$ cat src/hdl/acsc_pkg.sv
// constants and carrier types of the conversion sequence controller
package acsc_pkg;
   // ------------------------------------------------------------
   // register offsets
   // ------------------------------------------------------------
   localparam logic [7:0] CONTROL_OFFSET = 8'h36;
   localparam logic [7:0] ENABLE_OFFSET = 8'h37;
   localparam logic [7:0] RANGE_OFFSET = 8'h38;
   localparam logic [7:0] RESULT_BASE = 8'h23;
   localparam logic [7:0] RESULT_LAST = 8'h2a;

   // ------------------------------------------------------------
   // field positions
   // ------------------------------------------------------------
   localparam int MODE_BIT = 13;
   localparam int TRIG_BIT = 12;
   localparam int RATE_LSB = 8;
   localparam int READY_BIT = 7;
   localparam int RANGE_MSB = 15;

   // ------------------------------------------------------------
   // reset values and write masks
   // ------------------------------------------------------------
   localparam logic [15:0] CONTROL_RESET = 16'h2000;
   localparam logic [15:0] ENABLE_RESET = 16'h0000;
   localparam logic [15:0] RANGE_RESET = 16'hff00;
   localparam logic [15:0] ENABLE_MASK = 16'h6de0;
   localparam logic [15:0] RANGE_MASK = 16'hff00;

   // ------------------------------------------------------------
   // timing
   // ------------------------------------------------------------
   localparam int CLK_PERIOD_NS = 100;
   localparam int SAMPLE_PERIOD_NS = 2000;
   localparam int SAMPLE_CYCLES = SAMPLE_PERIOD_NS / CLK_PERIOD_NS;
   localparam logic [7:0] SAMPLE_CYCLES_W = 8'(SAMPLE_CYCLES);

   // ------------------------------------------------------------
   // widths and carriers
   // ------------------------------------------------------------
   localparam int CHANNELS = 8;
   localparam int SAMPLE_W = 10;

   typedef struct packed {
      logic wr;
      logic rd;
      logic [7:0] addr;
      logic [15:0] wdata;
   } acsc_req_t;

   typedef struct packed {
      logic en;
      logic [2:0] addr;
      logic [SAMPLE_W-1:0] data;
   } acsc_wr_t;

   typedef enum logic [1:0] {
      SEQ_IDLE = 2'b01,
      SEQ_RUN = 2'b10
   } acsc_state_t;
endpackage : acsc_pkg

$ cat src/hdl/acsc_seq_ctrl.sv
// register file and channel sequencer of the multi-channel converter
// Notes on behaviour
// - in direct mode the ready flag tells the host that fresh results can be read.
// - in automatic mode the ready flag reads zero always.
// - ready is set when a direct-mode pass over all enabled channels has ended.
// - ready clears on a result read or on the start of a new pass.
// - a channel whose enable bit (14,13,11,10,8,7,6,5) is one joins every pass.
// - a channel whose enable bit is zero is skipped and its result left alone.
// - range bit 15-n set selects twice the reference for channel n, else the reference.
// - the enable register resets to 0x0000.
// - the range register resets to 0xff00.
// - mode bit 13 set selects automatic conversion, clear selects direct.
// - writing one to trigger bit 12 starts a pass, and the bit clears when it starts.
module acsc_seq_ctrl
   import acsc_pkg::*;
(
   input wire logic clk,
   input wire logic rstn,
   input wire acsc_req_t hostReq,
   output logic [15:0] readData,
   output logic readValid,
   input wire logic [SAMPLE_W-1:0] sampleData,
   output logic [2:0] channelSel,
   output logic rangeDouble,
   output logic sampleStrobe,
   output logic converting
);
   // ------------------------------------------------------------
   // helpers
   // ------------------------------------------------------------
   function automatic logic [3:0] enableBitPos(input logic [2:0] ch);
      case (ch)
         3'h0: enableBitPos = 4'he;
         3'h1: enableBitPos = 4'hd;
         3'h2: enableBitPos = 4'hb;
         3'h3: enableBitPos = 4'ha;
         3'h4: enableBitPos = 4'h8;
         3'h5: enableBitPos = 4'h7;
         3'h6: enableBitPos = 4'h6;
         default: enableBitPos = 4'h5;
      endcase
   endfunction : enableBitPos

   // ------------------------------------------------------------
   // state
   // ------------------------------------------------------------
   logic modeReg, modeNext;
   logic trigReg, trigNext;
   logic [1:0] rateReg, rateNext;
   logic readyReg, readyNext;
   logic [15:0] enableReg, enableNext;
   logic [15:0] rangeReg, rangeNext;
   acsc_state_t stateReg, stateNext;
   logic [2:0] chanReg, chanNext;
   // clocks spent on the current channel
   logic [7:0] divReg, divNext;
   logic rdPendReg, rdMemReg;
   logic [15:0] rdRegReg;
   logic [SAMPLE_W-1:0] memData;

   // ------------------------------------------------------------
   // decode
   // ------------------------------------------------------------
   wire hitCtrl = hostReq.addr == CONTROL_OFFSET;
   wire hitEnable = hostReq.addr == ENABLE_OFFSET;
   wire hitRange = hostReq.addr == RANGE_OFFSET;
   wire wrCtrl = hostReq.wr && hitCtrl;
   wire wrEnable = hostReq.wr && hitEnable;
   wire wrRange = hostReq.wr && hitRange;
   wire rdResult = hostReq.rd && hostReq.addr >= RESULT_BASE && hostReq.addr <= RESULT_LAST;
   wire [7:0] resultIdx = hostReq.addr - RESULT_BASE;
   wire anyEnabled = |(enableReg & ENABLE_MASK);
   wire chanOn = enableReg[enableBitPos(chanReg)];
   wire lastChan = chanReg == 3'(CHANNELS - 1);
   wire [7:0] periodCycles = SAMPLE_CYCLES_W << rateReg;
   wire tick = divReg == periodCycles - 8'h01;
   wire isIdle = stateReg == SEQ_IDLE;
   wire startPass = isIdle && anyEnabled && (trigReg || modeReg);
   wire takeSample = stateReg == SEQ_RUN && chanOn && tick;
   wire passEnd = stateReg == SEQ_RUN && lastChan && (!chanOn || tick);
   wire autoNow = wrCtrl ? hostReq.wdata[MODE_BIT] : modeReg;
   wire [15:0] ctrlView = {2'h0, modeReg, trigReg, 2'h0, rateReg, readyReg, 7'h00};
   // unmapped addresses read as zero
   wire [15:0] regView = hitCtrl ? ctrlView :
                         hitEnable ? enableReg :
                         hitRange ? rangeReg : 16'h0000;
   acsc_wr_t memWr;

   assign memWr.en = takeSample;
   assign memWr.addr = chanReg;
   assign memWr.data = sampleData;

   // ------------------------------------------------------------
   // next-state logic
   // ------------------------------------------------------------
   always_comb begin
      modeNext = wrCtrl ? hostReq.wdata[MODE_BIT] : modeReg;
      rateNext = wrCtrl ? hostReq.wdata[RATE_LSB +: 2] : rateReg;
      // a trigger during a pass waits for idle
      trigNext = (wrCtrl && hostReq.wdata[TRIG_BIT]) || (trigReg && !startPass);
      enableNext = wrEnable ? (hostReq.wdata & ENABLE_MASK) : enableReg;
      rangeNext = wrRange ? (hostReq.wdata & RANGE_MASK) : rangeReg;
      // set beats a read clear, auto mode beats both
      readyNext = readyReg;
      if (rdResult || startPass) begin
         readyNext = 1'b0;
      end
      if (passEnd && !modeReg) begin
         readyNext = 1'b1;
      end
      if (autoNow) begin
         readyNext = 1'b0;
      end
   end

   // ------------------------------------------------------------
   // sequencer next state
   // ------------------------------------------------------------
   always_comb begin
      stateNext = stateReg;
      chanNext = chanReg;
      divNext = 8'h00;
      case (stateReg)
         SEQ_IDLE: begin
            if (startPass) begin
               stateNext = SEQ_RUN;
               chanNext = 3'h0;
            end
         end
         SEQ_RUN: begin
            if (chanOn && !tick) begin
               divNext = divReg + 8'h01;
            end else if (lastChan) begin
               stateNext = SEQ_IDLE;
               chanNext = 3'h0;
            end else begin
               chanNext = chanReg + 3'h1;
            end
         end
         default: begin
            stateNext = SEQ_IDLE;
            chanNext = 3'h0;
         end
      endcase
   end

   // ------------------------------------------------------------
   // registers
   // ------------------------------------------------------------
   always_ff @(posedge clk or negedge rstn) begin
      if (!rstn) begin
         modeReg <= CONTROL_RESET[MODE_BIT];
         trigReg <= CONTROL_RESET[TRIG_BIT];
         rateReg <= CONTROL_RESET[RATE_LSB +: 2];
         readyReg <= CONTROL_RESET[READY_BIT];
         enableReg <= ENABLE_RESET;
         rangeReg <= RANGE_RESET;
         stateReg <= SEQ_IDLE;
         chanReg <= 3'h0;
         divReg <= 8'h00;
      end else begin
         modeReg <= modeNext;
         trigReg <= trigNext;
         rateReg <= rateNext;
         readyReg <= readyNext;
         enableReg <= enableNext;
         rangeReg <= rangeNext;
         stateReg <= stateNext;
         chanReg <= chanNext;
         divReg <= divNext;
      end
   end

   // ------------------------------------------------------------
   // converter drive
   // ------------------------------------------------------------
   always_ff @(posedge clk or negedge rstn) begin
      if (!rstn) begin
         channelSel <= 3'h0;
         rangeDouble <= 1'b0;
         sampleStrobe <= 1'b0;
         converting <= 1'b0;
      end else begin
         // channelSel, rangeDouble and converting follow the next-cycle state; sampleStrobe lags takeSample by one cycle
         channelSel <= chanNext;
         rangeDouble <= rangeNext[RANGE_MSB - int'(chanNext)];
         sampleStrobe <= takeSample;
         converting <= stateNext == SEQ_RUN;
      end
   end

   // ------------------------------------------------------------
   // read path
   // ------------------------------------------------------------
   // result words come out one edge after the address
   acsc_result_mem resultMem (
      .clk(clk),
      .wrPort(memWr),
      .rdAddr(resultIdx[2:0]),
      .rdData(memData)
   );

   always_ff @(posedge clk or negedge rstn) begin
      if (!rstn) begin
         rdPendReg <= 1'b0;
         rdMemReg <= 1'b0;
         rdRegReg <= 16'h0000;
         readData <= 16'h0000;
         readValid <= 1'b0;
      end else begin
         rdPendReg <= hostReq.rd;
         rdMemReg <= rdResult;
         rdRegReg <= regView;
         readValid <= rdPendReg;
         if (rdPendReg) begin
            readData <= rdMemReg ? {6'h00, memData} : rdRegReg;
         end
      end
   end
endmodule : acsc_seq_ctrl

$ cat src/hdl/acsc_result_mem.sv
// eight-word result store with registered read data
module acsc_result_mem
   import acsc_pkg::*;
(
   input wire logic clk,
   input wire acsc_wr_t wrPort,
   input wire logic [2:0] rdAddr,
   output logic [SAMPLE_W-1:0] rdData
);
   logic [SAMPLE_W-1:0] words [CHANNELS];

   always_ff @(posedge clk) begin
      if (wrPort.en) begin
         words[wrPort.addr] <= wrPort.data;
      end
      rdData <= words[rdAddr];
   end
endmodule : acsc_result_mem

$ cat config.mk
export PLATFORM = sky130hd
export DESIGN_NAME = acsc_seq_ctrl
export DESIGN_NICKNAME = d
export VERILOG_FILES = /design/src/hdl/acsc_pkg.sv /design/src/hdl/acsc_seq_ctrl.sv /design/src/hdl/acsc_result_mem.sv
export SDC_FILE = /design/constraint.sdc
export NUM_CORES = 1
export LEC_CHECK = 0
export ABC_AREA = 1
export BUFFER_PORTS_ARGS = -buffer_cell sky130_fd_sc_hd__buf_2
export CORE_MARGIN = 4
export CORE_UTILIZATION = 60
export DETAILED_ROUTE_END_ITERATION = 7
export GPL_ROUTABILITY_DRIVEN = 0
export PLACE_DENSITY = 0.8
export SYNTH_ARGS = -nofsm -noshare
export SYNTH_HDL_FRONTEND = slang
export SYNTH_HIERARCHICAL = 1
export SYNTH_SLANG_ARGS = --single-unit
export TNS_END_PERCENT = 50
$ cat constraint.sdc
create_clock -name clk -period 4.85 [get_ports clk]
set_clock_uncertainty 0.1 [all_clocks]
set_input_delay 0.97 -clock clk [delete_from_list [all_inputs] [get_ports clk]]
set_output_delay 0.97 -clock clk [all_outputs]
set_load 0.005 [all_outputs]
==> summary.log, run 1 <==
INFO  run_status     outcome=completed
INFO  worst_hold_path hold_crit_path_type=reg2reg
INFO  yosys          synthDominantCellAreaShare=33.3%
INFO  cts            post_cts.repair.setup_buffers=0
INFO  setup_path     timing_worst_setup_path_type=reg2reg
INFO  cts            clock_tree.root_cell=sky130_fd_sc_hd__clkbuf_16
INFO  floorplan      floorplan.die_area=13800um2
INFO  routing        wl_met3=1.20mm
INFO  yosys          synth-async-reset-ratio=42.7%
INFO  routing        met1_length=6.36mm
INFO  power          ir_worst_vdd=276uV
INFO  setup_path     critical_path.startpoint_type=flop
INFO  cts            clock_transition_at_path_regs=60ps
INFO  yosys          syn_nets=832
INFO  floorplan      ioPinCount=61
INFO  yosys          synth_area_per_cell=9.26um2
INFO  yosys          ys_seq_elements=157
INFO  routing        routed-wl-met2=7.39mm
INFO  sta            endpoints_failing_hold=0
INFO  floorplan      initial_utilization=62.3%
INFO  sta            final_min_period_over_clock_period=74.9%
INFO  layout         layout.cells.non_filler=996
INFO  yosys          ys.warnings.count=6
INFO  setup_path     worst_path_arrival=3560ps
INFO  routing        route.detailed.vias_per_inst=5.35
INFO  placed_design  dp_hpwl=10.3mm
INFO  yosys          synth-edff-count=80
INFO  floorplan      chipHeight=118um
INFO  yosys          synthCells=778
INFO  placed_design  placedCellCount=964
INFO  cts            clkSinkCount=157
INFO  floorplan      die_width=118um
INFO  yosys          synth_largest_area_cell=sky130_fd_sc_hd__edfxtp_1
INFO  sta            worstMarginPinSlew=1200ps
INFO  yosys          synth.cell_area=7210um2
INFO  setup_path     required_time_of_the_critical_path=4780ps
INFO  floorplan      floorplan.rows=39
INFO  sta            final_layout_setup_total_negative_slack=0ps
INFO  routing        detail_route.wl_per_cell=15.4um
INFO  yosys          synthFlopType=sky130_fd_sc_hd__edfxtp_1
INFO  setup_path     timing.critical_path.to_type=flop
INFO  placed_design  io_buffers=55
INFO  grt            grt_pass1_vias=5148
INFO  sta            setup_repair_after_global_routing_missed_its_margin=no
INFO  sta            setup_viol_count_final=0
INFO  sta            fin_crit=3630ps
INFO  floorplan      design.core.area=11600um2
INFO  flow_run       cap_viol_max_count=0
INFO  cts            cts-htree-levels=4
INFO  sta            achievable-frequency=0.275GHz
INFO  routing        post-route-drc-count=0
INFO  layout         finish.net_count=894
INFO  sta            maxSlewHeadroom=19.4%
INFO  cts            cts_hold_repair.buffers=0
INFO  cts            cts.path.max_buffers=2
INFO  routing        dr_total_vias=5325
INFO  yosys          synth_top_cells_by_area=sky130_fd_sc_hd__edfxtp_1, sky130_fd_sc_hd__dfrtp_1, sky130_fd_sc_hd__nand2_1
INFO  layout         antenna_cells_inserted=0
INFO  grt            grt_max_degree=68
INFO  grt            grt_pass1_wl=25.2mm
INFO  routing        detailedRoute.firstPassIterationCount=5
INFO  routing        finalWirelength=15.3mm
INFO  power          power.density=371nW/um2
INFO  setup_path     path_max_fanout=10
INFO  setup_path     reg2reg_setup_slack=1220ps
INFO  sta            final_max_slew_viol_count=0
INFO  yosys          seq_area_frac_synth=59.5%
INFO  routing        uppermost_metal_layer_occupied_by_signal_nets=met5
INFO  grt            aggregate_global_route_resource_usage=23.2%
INFO  layout         syn_to_final_growth=14.0%
INFO  cts            cts_tree=done
INFO  grt            grt_antenna_before_repair=1
INFO  layout         final.fill_count=793
INFO  power          cellLeakagePower=0.00396uW
INFO  cts            cts_made_buffers=17
INFO  grt            global_route.overflow_total=0
INFO  routing        final_antenna_net_count=0
INFO  cts            ctsResizeCount=0
INFO  yosys          post_synth_num_cell_types=42
INFO  layout         share_of_post_route_cells_with_drive_strength_above_1=16.4%
INFO  routing        drt-initial-drc-count=457
INFO  cts            clock_latency=420ps
[placed cells by master, fill, tap and decap left out, types with 2 or more instances in the layout]
master                         n
sky130_fd_sc_hd__nand2_2      18
sky130_fd_sc_hd__inv_6         2
sky130_fd_sc_hd__a21oi_1      21
sky130_fd_sc_hd__nand2_1     206
sky130_fd_sc_hd__clkinv_4      2
sky130_fd_sc_hd__clkinv_1      2
sky130_fd_sc_hd__ha_1         16
sky130_fd_sc_hd__nand4_1       5
sky130_fd_sc_hd__nand3_1      68
sky130_fd_sc_hd__inv_4         2
sky130_fd_sc_hd__dfstp_2      10
sky130_fd_sc_hd__edfxtp_1     80
sky130_fd_sc_hd__inv_1       149
sky130_fd_sc_hd__nor2_1       42
sky130_fd_sc_hd__nor4_1        2
sky130_fd_sc_hd__o22ai_1       3
sky130_fd_sc_hd__xor2_1        5
sky130_fd_sc_hd__o21ai_0      17
sky130_fd_sc_hd__clkbuf_16    21
sky130_fd_sc_hd__inv_2         4
sky130_fd_sc_hd__buf_4         9
sky130_fd_sc_hd__xnor2_1       2
sky130_fd_sc_hd__clkinvlp_4    2
sky130_fd_sc_hd__mux2_2        3
sky130_fd_sc_hd__dfrtp_1      57
sky130_fd_sc_hd__clkinv_2      2
sky130_fd_sc_hd__buf_2        55
sky130_fd_sc_hd__dfxtp_1      10
sky130_fd_sc_hd__nand2_4       3
sky130_fd_sc_hd__o21ai_1       7
sky130_fd_sc_hd__nor3_1        7
sky130_fd_sc_hd__o221ai_1      2
sky130_fd_sc_hd__a31oi_1       6
[synth_stat cells, types with 2 or more instances]
cell                       instances
sky130_fd_sc_hd__mux2_2            3
sky130_fd_sc_hd__dfxtp_1          10
sky130_fd_sc_hd__nand2_4           3
sky130_fd_sc_hd__a21oi_1          21
sky130_fd_sc_hd__o21ai_1           7
sky130_fd_sc_hd__o22ai_1           3
sky130_fd_sc_hd__nand3_1          68
sky130_fd_sc_hd__nor2_1           42
sky130_fd_sc_hd__xor2_1            5
sky130_fd_sc_hd__nor3_1            7
sky130_fd_sc_hd__nand4_1           5
sky130_fd_sc_hd__edfxtp_1         80
sky130_fd_sc_hd__xnor2_1           2
sky130_fd_sc_hd__inv_1           149
sky130_fd_sc_hd__dfrtp_1          57
sky130_fd_sc_hd__o21ai_0          17
sky130_fd_sc_hd__buf_6             4
sky130_fd_sc_hd__nand2_2          18
sky130_fd_sc_hd__dfstp_2          10
sky130_fd_sc_hd__o221ai_1          2
sky130_fd_sc_hd__inv_2             4
sky130_fd_sc_hd__buf_4             5
sky130_fd_sc_hd__nand2_1         206
sky130_fd_sc_hd__a31oi_1           6
sky130_fd_sc_hd__clkbuf_1          7
sky130_fd_sc_hd__clkinv_1          2
sky130_fd_sc_hd__ha_1             16
sky130_fd_sc_hd__buf_2             4
sky130_fd_sc_hd__nor4_1            2
[report_power, final]
group	leakage (uW)	internal [uW]	switching [uW]
Clock	0.000310	844	507
Sequential	0.00166	1440	22.5
Combinational	0.00199	73.4	161
[cell families after synthesis]
group | count (synthesis) | synth area share (%)
AO/OA/AOI/OAI | 61 | 4.74
AND/OR/NAND/NOR | 357 | 21.4
XOR/XNOR | 7 | 0.851
adder cells (fa/ha/maj) | 16 | 2.78
multiplexers | 3 | 0.469
flip-flops | 157 | 59.5
buffers and inverters | 177 | 10.2
[registers in the layout, summed over array words and instances, names as in the netlist, 2 cells and up]
register	cells
resultMem/words	80
divReg	8
rangeReg	8
stateReg	2
resultMem/rdData	10
enableReg	8
rateReg	2
channelSel	3
readData	16
rdRegReg	11
[through the flow]
stage	worst slack (ps)	hold WS (ps)	area, um2	utilization [%]	total power, uW
after detailed placement	1140	332	7580	65.6	1720
final	1220	337	8220	71.1	3050
after CTS	1220	340	8220	71.1	3070
after global placement	1280	328	7580	65.6	1710
after floorplan	2060	319	7210	-	1640
after global routing	882	373	8220	71.1	3170
[per-layer routing]
| layer | up-vias | track usage (%) |
|---|---|---|
| met5 | - | 0 |
| met4 | 2 | 9.60 |
| met3 | 36 | 5.86 |
| met2 | 229 | 37.6 |
| met1 | 2481 | 30.2 |
| li1 | 2577 | - |
[path summary, 6_finish.rpt]
check / startpoint / endpoint / cells past startpoint
worst max-delay path: channelSel[1] / resultMem/words[0][3] / 13
worst min-delay path: resultMem/rdData[0] / readData[0] / 2
worst max register to register: channelSel[1] / resultMem/words[0][3] / 13
worst min register to register: resultMem/rdData[0] / readData[0] / 2
max in group asynchronous: rstn / divReg[5] / 2
min in group asynchronous: rstn / readData[14] / 2
[critical path, cell delays in order (launching register included)]
cell and delay (ps):
sky130_fd_sc_hd__dfrtp_1 540, sky130_fd_sc_hd__inv_1 140, sky130_fd_sc_hd__ha_1 250, sky130_fd_sc_hd__a21oi_1 160
sky130_fd_sc_hd__nand3_1 180, sky130_fd_sc_hd__nor2_1 130, sky130_fd_sc_hd__a21oi_1 90, sky130_fd_sc_hd__nor2_1 100
sky130_fd_sc_hd__nand2_1 80, sky130_fd_sc_hd__nand2_2 130, sky130_fd_sc_hd__nand2_1 60, sky130_fd_sc_hd__nor2_1 190
sky130_fd_sc_hd__nand2_1 150, sky130_fd_sc_hd__nor2_1 940
[final cells by class]
class / count / area, um2 / share of cell area, %
sequential: 157 / 4290 / 52.2
multi-input combinational: 444 / 2180 / 26.5
clock buffer: 22 / 539 / 6.56
clock inverter: 10 / 93.8 / 1.14
tap: 143 / 179 / 2.18
timing repair buffer: 64 / 343 / 4.17
inverter: 156 / 591 / 7.19
(Power assumes the default switching activity.)
==> run 2, diff against run 1 <==
CORE_UTILIZATION = 54   (was 60)
PLACE_DENSITY = 0.76   (was 0.8)
clock period = 3.22 ns   (was 4.85 ns; I/O delays follow)
==> run 2 against run 1 <==
Clock-buffer cell count rose by 3. Via count fell by 2.3%. Critical path depth rose by 5. Global-route usage fell by 2.1 points. Final cell count rose by 3.5%. Core utilization fell by 6.5 points. Total power rose by 49%. First-iteration DRC count rose by 16%. Sequential share of layout area fell by 0.39 points. Flip-flop and latch count did not move. Die area rose by 10%. Critical path type unchanged. Critical endpoint is now resultMem/words[6][7].
==> summary.log, run 2 (same netlist as run 1, synthesis figures left out) <==
INFO  sta            achievable-frequency=0.345GHz [was 0.275 GHz]
INFO  layout         final_core_util=64.6% [was 71.1%]
INFO  cts            cts_tree=done [unchanged]
INFO  setup_path     path_max_fanout=8 [was 10]
INFO  placed_design  io_buffers=55 [unchanged]
INFO  layout         finish.net_count=900 [was 894]
INFO  grt            global_route.overflow_total=0 [unchanged]
INFO  sta            final_layout_setup_total_negative_slack=0ps [unchanged]
INFO  routing        dr_total_vias=5200 [was 5325]
INFO  grt            grt_pass1_wl=24.4mm [was 25.2 mm]
INFO  floorplan      floorplan.die_area=15300um2 [was 13800 um2]
INFO  layout         syn_to_final_growth=14.9% [was 14.0%]
INFO  grt            grt_pass1_vias=4963 [was 5148]
INFO  sta            setup_viol_count_final=0 [unchanged]
INFO  sta            endpoints_failing_hold=0 [unchanged]
INFO  cts            clock_transition_at_path_regs=60ps [about the same]
INFO  grt            grt_antenna_before_repair=0 [was 1]
INFO  routing        detail_route.wl_per_cell=14.4um [was 15.4 um]
INFO  routing        final_antenna_net_count=0 [unchanged]
INFO  power          power.density=548nW/um2 [was 371 nW/um2]
INFO  routing        finalWirelength=14.9mm [was 15.3 mm]
INFO  cts            cts.path.max_buffers=2 [unchanged]
INFO  setup_path     reg2reg_setup_slack=320ps [was 1220 ps]
INFO  flow_run       cap_viol_max_count=0 [unchanged]
INFO  setup_path     regToRegEndpoint=resultMem/words[6][7] [was resultMem/words[0][3]]
INFO  layout         highest_count_cells_in_the_layout_ignoring_fill_and_taps=sky130_fd_sc_hd__nand2_1, sky130_fd_sc_hd__inv_1, sky130_fd_sc_hd__edfxtp_1 [unchanged]
INFO  power          ir_worst_vdd=283uV [was 276 uV]
INFO  cts            cts_hold_repair.buffers=0 [unchanged]
INFO  routing        detailedRoute.firstPassIterationCount=5 [unchanged]
INFO  cts            clkSinkCount=157 [unchanged]
INFO  cts            cts-htree-levels=4 [unchanged]
INFO  layout         share_of_post_route_cells_with_drive_strength_above_1=16.8% [was 16.4%]
INFO  setup_path     worst_path_arrival=2930ps [was 3560 ps]
INFO  sta            setup_repair_after_global_routing_missed_its_margin=no [unchanged]
INFO  placed_design  dp_hpwl=9.96mm [was 10.3 mm]
INFO  layout         reg.largest.list=resultMem/words: 80 flops, readData: 16 flops, rdRegReg: 11 flops [unchanged]
INFO  setup_path     required_time_of_the_critical_path=3250ps [was 4780 ps]
INFO  sta            maxSlewHeadroom=37.2% [was 19.4%]
INFO  run_status     outcome=completed [unchanged]
INFO  sta            final_max_slew_viol_count=0 [unchanged]
INFO  cts            cts_made_buffers=17 [unchanged]
INFO  routing        route.detailed.vias_per_inst=5.04 [was 5.35]
INFO  cts            clock_latency=420ps [about the same]
INFO  setup_path     timing.rr.start=channelSel[1] [unchanged]
INFO  floorplan      initial_utilization=56.2% [was 62.3%]
INFO  layout         reg_with_most_ffs=resultMem/words [unchanged]
INFO  floorplan      floorplan.rows=41 [was 39]
INFO  cts            ctsResizeCount=0 [unchanged]
INFO  setup_path     critPathSlowestCell=sky130_fd_sc_hd__dfrtp_1 [was sky130_fd_sc_hd__nor2_1]
INFO  worst_hold_path hold_crit_path_type=in2async [was reg2reg]
INFO  grt            aggregate_global_route_resource_usage=21.1% [was 23.2%]
INFO  layout         antenna_cells_inserted=0 [unchanged]
INFO  setup_path     path_cells=ha_1 -> ha_1 -> inv_1 -> nand2_1 -> nor2_2 -> nand2_2 -> nand2_2 -> nand2_1 -> nand2_1 -> nand2_1 -> nand2_1 -> nand2_1 -> nand2_2 -> nand2_1 -> nor2_1 -> nand2_1 -> nor2_1 -> buf_4 [was inv_1 -> ha_1 -> a21oi_1 -> nand3_1 -> nor2_1 -> a21oi_1 -> nor2_1 -> nand2_1 -> nand2_2 -> nand2_1 -> nor2_1 -> nand2_1 -> nor2_1]
INFO  cts            clock_tree.root_cell=sky130_fd_sc_hd__clkbuf_16 [unchanged]
INFO  setup_path     timing.critical_path.to_type=flop [unchanged]
INFO  floorplan      ioPinCount=61 [unchanged]
INFO  power          cellLeakagePower=0.00399uW [was 0.00396 uW]
INFO  setup_path     critPathTopFamily=simple AND/OR/NAND/NOR gates [unchanged]
INFO  setup_path     crit_path_max_incr_delay=480ps [was 940 ps]
INFO  sta            fin_crit=2900ps [was 3630 ps]
INFO  routing        drt-initial-drc-count=531 [was 457]
INFO  setup_path     critPathBufInv=2 [was 1]
INFO  cts            post_cts.repair.setup_buffers=0 [unchanged]
INFO  setup_path     timing_worst_setup_path_type=reg2reg [unchanged]
INFO  layout         largest_register_ff_count=80 [unchanged]
INFO  grt            grt_max_degree=42 [was 68]
INFO  setup_path     critical_path.startpoint_type=flop [unchanged]
INFO  routing        post-route-drc-count=0 [unchanged]
INFO  setup_path     reg2regPathDepth=18 [was 13]
INFO  floorplan      die_width=124um [was 118 um]
INFO  floorplan      chipHeight=124um [was 118 um]
INFO  floorplan      design.core.area=12800um2 [was 11600 um2]
INFO  layout         layout.cells.most_common=sky130_fd_sc_hd__nand2_1 [unchanged]
INFO  sta            worstMarginPinSlew=942ps [was 1200 ps]
INFO  sta            final_min_period_over_clock_period=90.1% [was 74.9%]
INFO  setup_path     cp_common_cell=sky130_fd_sc_hd__nand2_1 [was sky130_fd_sc_hd__nor2_1]
run 2: changes by cell type in the layout (fill, tap and decap cells not counted), moves of 2 or more:
| cell | change |
|---|---|
| sky130_fd_sc_hd__buf_4 | +5 |
| sky130_fd_sc_hd__clkbuf_1 | +2 |
| sky130_fd_sc_hd__clkinv_2 | +2 |
| sky130_fd_sc_hd__clkinvlp_4 | -2 |
| sky130_fd_sc_hd__clkinv_4 | -2 |
run 2: area by class of cell:
cell class,instances,area [um2]
Timing Repair Buffer,70,400
Sequential cell,157,4290
Inverter,156,591
Clock inverter,7,41.3
Fill cell,1001,4540
Multi-Input combinational cell,444,2180
Tap cell,172,215
Clock buffer,25,561
run 2: worst max path at each step:
stage | start | endpoint | slack, ps | cells after the start
floorplan | channelSel[0] | resultMem/words[1][0] | 430 | 17
global placement | hostReq[22] | rangeDouble | 380 | 12
detailed placement | hostReq[22] | rangeDouble | 300 | 12
CTS | channelSel[1] | resultMem/words[6][7] | 350 | 18
global route | channelSel[1] | resultMem/words[6][6] | 30 | 18
finish | channelSel[1] | resultMem/words[6][7] | 320 | 18
run 2: where the power goes:
part / switching, uW / internal (uW)
clock network: 764 / 1210
logic: 239 / 112
registers: 33.9 / 2170
run 2: metrics by stage:
| step | setup WS (ps) | hold WS, ps | instance area [um2] | power (uW) | std cells |
|---|---|---|---|---|---|
| after floorplan | 433 | 248 | 7210 | 2460 | 778 |
| after global placement | 375 | 327 | 7680 | 2590 | 999 |
| after detailed placement | 301 | 329 | 7680 | 2600 | 999 |
| after CTS | 348 | 212 | 8280 | 4560 | 1031 |
| after global routing | 33.0 | 238 | 8280 | 4720 | 1031 |
| final | 319 | 196 | 8280 | 4530 | 1031 |
run 2: metal layers:
layer | track usage [%] | part of all wire [%]
met1 | 29.1 | 45
met2 | 32.9 | 47
met3 | 5.31 | 5.6
met4 | 7.40 | 1.7
met5 | 0 | 0
run 2: worst reg2reg max path: stages, from the launching register on:
cell and delay (ps):
sky130_fd_sc_hd__dfrtp_1 480, sky130_fd_sc_hd__ha_1 260, sky130_fd_sc_hd__ha_1 180, sky130_fd_sc_hd__inv_1 70, sky130_fd_sc_hd__nand2_1 60, sky130_fd_sc_hd__nor2_2 150, sky130_fd_sc_hd__nand2_2 90, sky130_fd_sc_hd__nand2_2 80
sky130_fd_sc_hd__nand2_1 50, sky130_fd_sc_hd__nand2_1 50, sky130_fd_sc_hd__nand2_1 40, sky130_fd_sc_hd__nand2_1 60, sky130_fd_sc_hd__nand2_1 60, sky130_fd_sc_hd__nand2_2 120, sky130_fd_sc_hd__nand2_1 60, sky130_fd_sc_hd__nor2_1 160
sky130_fd_sc_hd__nand2_1 140, sky130_fd_sc_hd__nor2_1 170, sky130_fd_sc_hd__buf_4 210
==> run 3, diff against run 2 <==
ABC_AREA = 0   (was 1)
CORE_UTILIZATION = 53   (was 54)
PLACE_DENSITY = 0.75   (was 0.76)
==> run 3 against run 2 <==
Synthesized cell count down 37%. Final cell count decreased by 26%. Non-clock buffer count up 11. Die area down 2.9%. Highest routed layer is now met5.
==> summary.log, run 3 <==
INFO  run_status     outcome=completed [unchanged]
INFO  grt            aggregate_global_route_resource_usage=20.3% [was 21.1%]
INFO  routing        finalWirelength=14.5mm [was 14.9 mm]
INFO  yosys          synth_top_cells_by_area=sky130_fd_sc_hd__edfxtp_1, sky130_fd_sc_hd__dfrtp_1, sky130_fd_sc_hd__mux4_1 [was sky130_fd_sc_hd__edfxtp_1, sky130_fd_sc_hd__dfrtp_1, sky130_fd_sc_hd__nand2_1]
INFO  cts            cts-htree-levels=4 [unchanged]
INFO  layout         layout.cells.most_common=sky130_fd_sc_hd__edfxtp_1 [was sky130_fd_sc_hd__nand2_1]
INFO  setup_path     timing.critical_path.to_type=flop [unchanged]
INFO  yosys          synth_largest_area_cell=sky130_fd_sc_hd__edfxtp_1 [unchanged]
INFO  placed_design  dpl-instance-area=7400um2 [was 7680 um2]
INFO  setup_path     path_cells=buf_6 -> ha_2 -> buf_4 -> o21ai_0 -> a21oi_1 -> o22ai_1 -> a211o_4 -> a2111oi_4 -> a211oi_2 -> buf_4 -> mux4_1 -> mux2i_1 -> mux2_2 [was ha_1 -> ha_1 -> inv_1 -> nand2_1 -> nor2_2 -> nand2_2 -> nand2_2 -> nand2_1 -> nand2_1 -> nand2_1 -> nand2_1 -> nand2_1 -> nand2_2 -> nand2_1 -> nor2_1 -> nand2_1 -> nor2_1 -> buf_4]
INFO  layout         highest_count_cells_in_the_layout_ignoring_fill_and_taps=sky130_fd_sc_hd__edfxtp_1, sky130_fd_sc_hd__dfrtp_1, sky130_fd_sc_hd__buf_2 [was sky130_fd_sc_hd__nand2_1, sky130_fd_sc_hd__inv_1, sky130_fd_sc_hd__edfxtp_1]
INFO  layout         reg.largest.list=resultMem/words: 80 flops, readData: 16 flops, rdRegReg: 11 flops [unchanged]
INFO  setup_path     crit_path_max_incr_delay=420ps [was 480 ps]
INFO  placed_design  dp_hpwl=9.61mm [was 9.96 mm]
INFO  flow_run       cap_viol_max_count=0 [unchanged]
INFO  yosys          synth_area_per_cell=13.9um2 [was 9.26 um2]
INFO  floorplan      initial_utilization=54.3% [was 56.2%]
INFO  sta            worstMarginPinSlew=847ps [was 942 ps]
INFO  yosys          synth-edff-count=80 [unchanged]
INFO  routing        detail_route.wl_per_cell=19.2um [was 14.4 um]
INFO  routing        drt-initial-drc-count=423 [was 531]
INFO  yosys          syn_nets=547 [was 832]
INFO  sta            maxSlewHeadroom=43.5% [was 37.2%]
INFO  grt            grt_antenna_before_repair=1 [was 0]
INFO  power          clock_power_share=44.8% [was 43.5%]
INFO  power          cellLeakagePower=0.00328uW [was 0.00399 uW]
INFO  sta            fin_crit=3130ps [was 2900 ps]
INFO  floorplan      floorplan.die_area=14800um2 [was 15300 um2]
INFO  yosys          synthCells=493 [was 778]
INFO  cts            clock_tree.root_cell=sky130_fd_sc_hd__clkbuf_16 [unchanged]
INFO  power          power.share.sequential=48.4% [was 48.7%]
INFO  cts            cts_hold_repair.buffers=0 [unchanged]
INFO  sta            endpoints_failing_hold=0 [unchanged]
INFO  setup_path     cp_common_cell=sky130_fd_sc_hd__buf_4 [was sky130_fd_sc_hd__nand2_1]
INFO  yosys          synth.cell_area=6850um2 [was 7210 um2]
INFO  yosys          seq_area_frac_synth=62.6% [was 59.5%]
INFO  setup_path     timing.rr.start=channelSel[0] [was channelSel[1]]
INFO  setup_path     timing_worst_setup_path_type=reg2reg [unchanged]
INFO  sta            final_layout_setup_total_negative_slack=0ps [unchanged]
INFO  sta            final_min_period_over_clock_period=97.3% [was 90.1%]
INFO  power          power_frac_comb=6.8% [was 7.8%]
INFO  layout         finish.net_count=626 [was 900]
INFO  routing        wl_met3=955um [was 836 um]
INFO  routing        detailedRoute.firstPassIterationCount=5 [unchanged]
INFO  routing        final_antenna_net_count=0 [unchanged]
INFO  setup_path     reg2regPathDepth=13 [was 18]
INFO  cts            cts_tree=done [unchanged]
INFO  setup_path     reg2reg_setup_slack=90ps [was 320 ps]
INFO  setup_path     required_time_of_the_critical_path=3430ps [was 3250 ps]
INFO  grt            grt_pass1_wl=22.5mm [was 24.4 mm]
INFO  sta            achievable-frequency=0.319GHz [was 0.345 GHz]
INFO  routing        post-route-drc-count=0 [unchanged]
INFO  floorplan      chipHeight=122um [was 124 um]
INFO  setup_path     worst_path_arrival=3340ps [was 2930 ps]
INFO  setup_path     critical_path.startpoint_type=flop [unchanged]
INFO  layout         largest_register_ff_count=80 [unchanged]
INFO  power          total_net_switching_power=1030uW [was 1040 uW]
INFO  yosys          leading_post_synthesis_cells_by_instance_count=sky130_fd_sc_hd__edfxtp_1, sky130_fd_sc_hd__dfrtp_1, sky130_fd_sc_hd__inv_1 [was sky130_fd_sc_hd__nand2_1, sky130_fd_sc_hd__inv_1, sky130_fd_sc_hd__edfxtp_1]
INFO  power          ir_worst_vdd=394uV [was 283 uV]
INFO  layout         final_area=8190um2 [was 8280 um2]
INFO  yosys          synth-async-reset-ratio=42.7% [unchanged]
INFO  cts            clock_transition_at_path_regs=60ps [about the same]
INFO  routing        route.detailed.vias_per_inst=5.63 [was 5.04]
INFO  floorplan      floorplan.rows=41 [unchanged]
INFO  yosys          yosys.cell_count.top_type=sky130_fd_sc_hd__edfxtp_1 [was sky130_fd_sc_hd__nand2_1]
INFO  grt            global_route.overflow_total=0 [unchanged]
INFO  floorplan      ioPinCount=61 [unchanged]
INFO  layout         syn_to_final_growth=19.5% [was 14.9%]
INFO  routing        routed-wl-met2=6.97mm [was 7.03 mm]
INFO  sta            setup_viol_count_final=0 [unchanged]
INFO  setup_path     regToRegEndpoint=rangeDouble [was resultMem/words[6][7]]
INFO  yosys          synthDominantCellAreaShare=35.0% [was 33.3%]
INFO  setup_path     critPathSlowestCell=sky130_fd_sc_hd__dfrtp_1 [unchanged]
INFO  setup_path     path_max_fanout=9 [was 8]
INFO  cts            cts.path.max_buffers=2 [unchanged]
INFO  yosys          post_synth_num_cell_types=58 [was 42]
INFO  worst_hold_path hold_crit_path_type=in2async [unchanged]
INFO  placed_design  io_buffers=55 [unchanged]
INFO  routing        met1_length=6.20mm [was 6.74 mm]
INFO  routing        dr_total_vias=4265 [was 5200]
INFO  power          intPower=3530uW [was 3500 uW]
INFO  layout         final_core_util=64.9% [was 64.6%]
INFO  routing        uppermost_metal_layer_occupied_by_signal_nets=met5 [was met4]
INFO  floorplan      design.core.area=12600um2 [was 12800 um2]
INFO  layout         reg_with_most_ffs=resultMem/words [unchanged]
INFO  grt            grt_max_degree=34 [was 42]
INFO  cts            cts_made_buffers=17 [unchanged]
INFO  yosys          ys_seq_elements=157 [unchanged]
INFO  cts            post_cts.repair.setup_buffers=0 [unchanged]
INFO  floorplan      die_width=122um [was 124 um]
INFO  power          power.density=556nW/um2 [was 548 nW/um2]
INFO  cts            clock_latency=420ps [about the same]
INFO  cts            clkSinkCount=157 [unchanged]
INFO  sta            final_max_slew_viol_count=0 [unchanged]
INFO  layout         share_of_post_route_cells_with_drive_strength_above_1=27.9% [was 16.8%]
INFO  power          switching_share=22.5% [was 22.9%]
INFO  yosys          ys.warnings.count=6 [unchanged]
INFO  grt            grt_pass1_vias=4383 [was 4963]
INFO  yosys          synthFlopType=sky130_fd_sc_hd__edfxtp_1 [unchanged]
==> run 3: cell types whose count changed after synthesis, moves of 7 or more <==
cell,before,now
sky130_fd_sc_hd__a21oi_1,21,12
sky130_fd_sc_hd__inv_1,149,42
sky130_fd_sc_hd__nand3b_1,0,7
sky130_fd_sc_hd__o21ai_0,17,39
sky130_fd_sc_hd__mux2i_1,0,7
sky130_fd_sc_hd__mux2_2,3,14
sky130_fd_sc_hd__nand3_1,68,12
sky130_fd_sc_hd__nor2_1,42,30
sky130_fd_sc_hd__mux4_1,0,23
sky130_fd_sc_hd__nand2_2,18,0
sky130_fd_sc_hd__nand2_1,206,30
==> run 3: cell type report <==
| class | instances | area (um2) |
|---|---|---|
| Timing Repair Buffer | 81 | 478 |
| Clock inverter | 15 | 184 |
| Multi-Input combinational cell | 273 | 2430 |
| Fill cell | 930 | 4430 |
| Antenna cell | 1 | 2.50 |
| Sequential cell | 157 | 4290 |
| Inverter | 42 | 158 |
| Clock buffer | 17 | 425 |
| Tap cell | 172 | 215 |
==> run 3: power by group through the flow <==
| stage | Combinational, uW | Clock [uW] | Sequential [uW] |
|---|---|---|---|
| 6_report | 309 | 2040 | 2200 |
| 5_1_grt | 340 | 2170 | 2210 |
| 4_1_cts | 300 | 2070 | 2200 |
| 3_5_place_dp | 296 | 0 | 2240 |
| 3_3_place_gp | 283 | 0 | 2240 |
| 2_1_floorplan | 192 | 0 | 2230 |
==> run 3: logic make-up after synthesis <==
group / synth area share [%]
AOI/OAI and AO/OA: 7.12
xor gates and xnor gates: 1.66
adders and majority gates: 2.92
buffers and inverters: 4.05
DFF: 62.6
muxes: 12.5
and+or+nand+nor: 9.16
==> run 3: per-stage QoR <==
step / worst slack (ps) / power [uW] / hold WS (ps) / cells
3_3_place_gp: 105 / 2520 / 350 / 723
2_1_floorplan: -230 / 2420 / 248 / 493
3_5_place_dp: -20.5 / 2540 / 351 / 723
6_report: 86.0 / 4550 / 94.3 / 758
5_1_grt: -22.7 / 4720 / 109 / 757
4_1_cts: 4.54 / 4580 / 87.3 / 755
==> run 3: per-layer routing <==
| layer | GRT usage [%] | vias to the layer above |
|---|---|---|
| met5 | 0 | - |
| met4 | 8.75 | 2 |
| met3 | 5.62 | 30 |
| met2 | 32.3 | 141 |
| met1 | 26.4 | 2123 |
| li1 | - | 1969 |
==> run 3: what timing repair did <==
| action | CTS | global route |
|---|---|---|
| resized for setup | 2 | 36 |
| cloned | 0 | 2 |
| setup endpoints to repair | 21 | 81 |
| pin swaps | 0 | 4 |
==> run 3: critical path, delay by kind of cell, from the launching register on <==
kind | cells | cell delay, ps
fa+ha+maj | 1 | 200
mux | 3 | 550
compound gates | 6 | 1230
buf+inv | 3 | 510
flops | 1 | 420
==> run 3: worst max path at each step <==
stage                             start                    end  slack [ps]
after CTS                 channelSel[1]            rangeDouble           5
after global placement    channelSel[1]            rangeDouble         100
after global routing      channelSel[0]            rangeDouble         -20
after floorplan           channelSel[0]  resultMem/words[0][0]        -230
final                     channelSel[0]            rangeDouble          90
after detailed placement  channelSel[1]            rangeDouble         -20
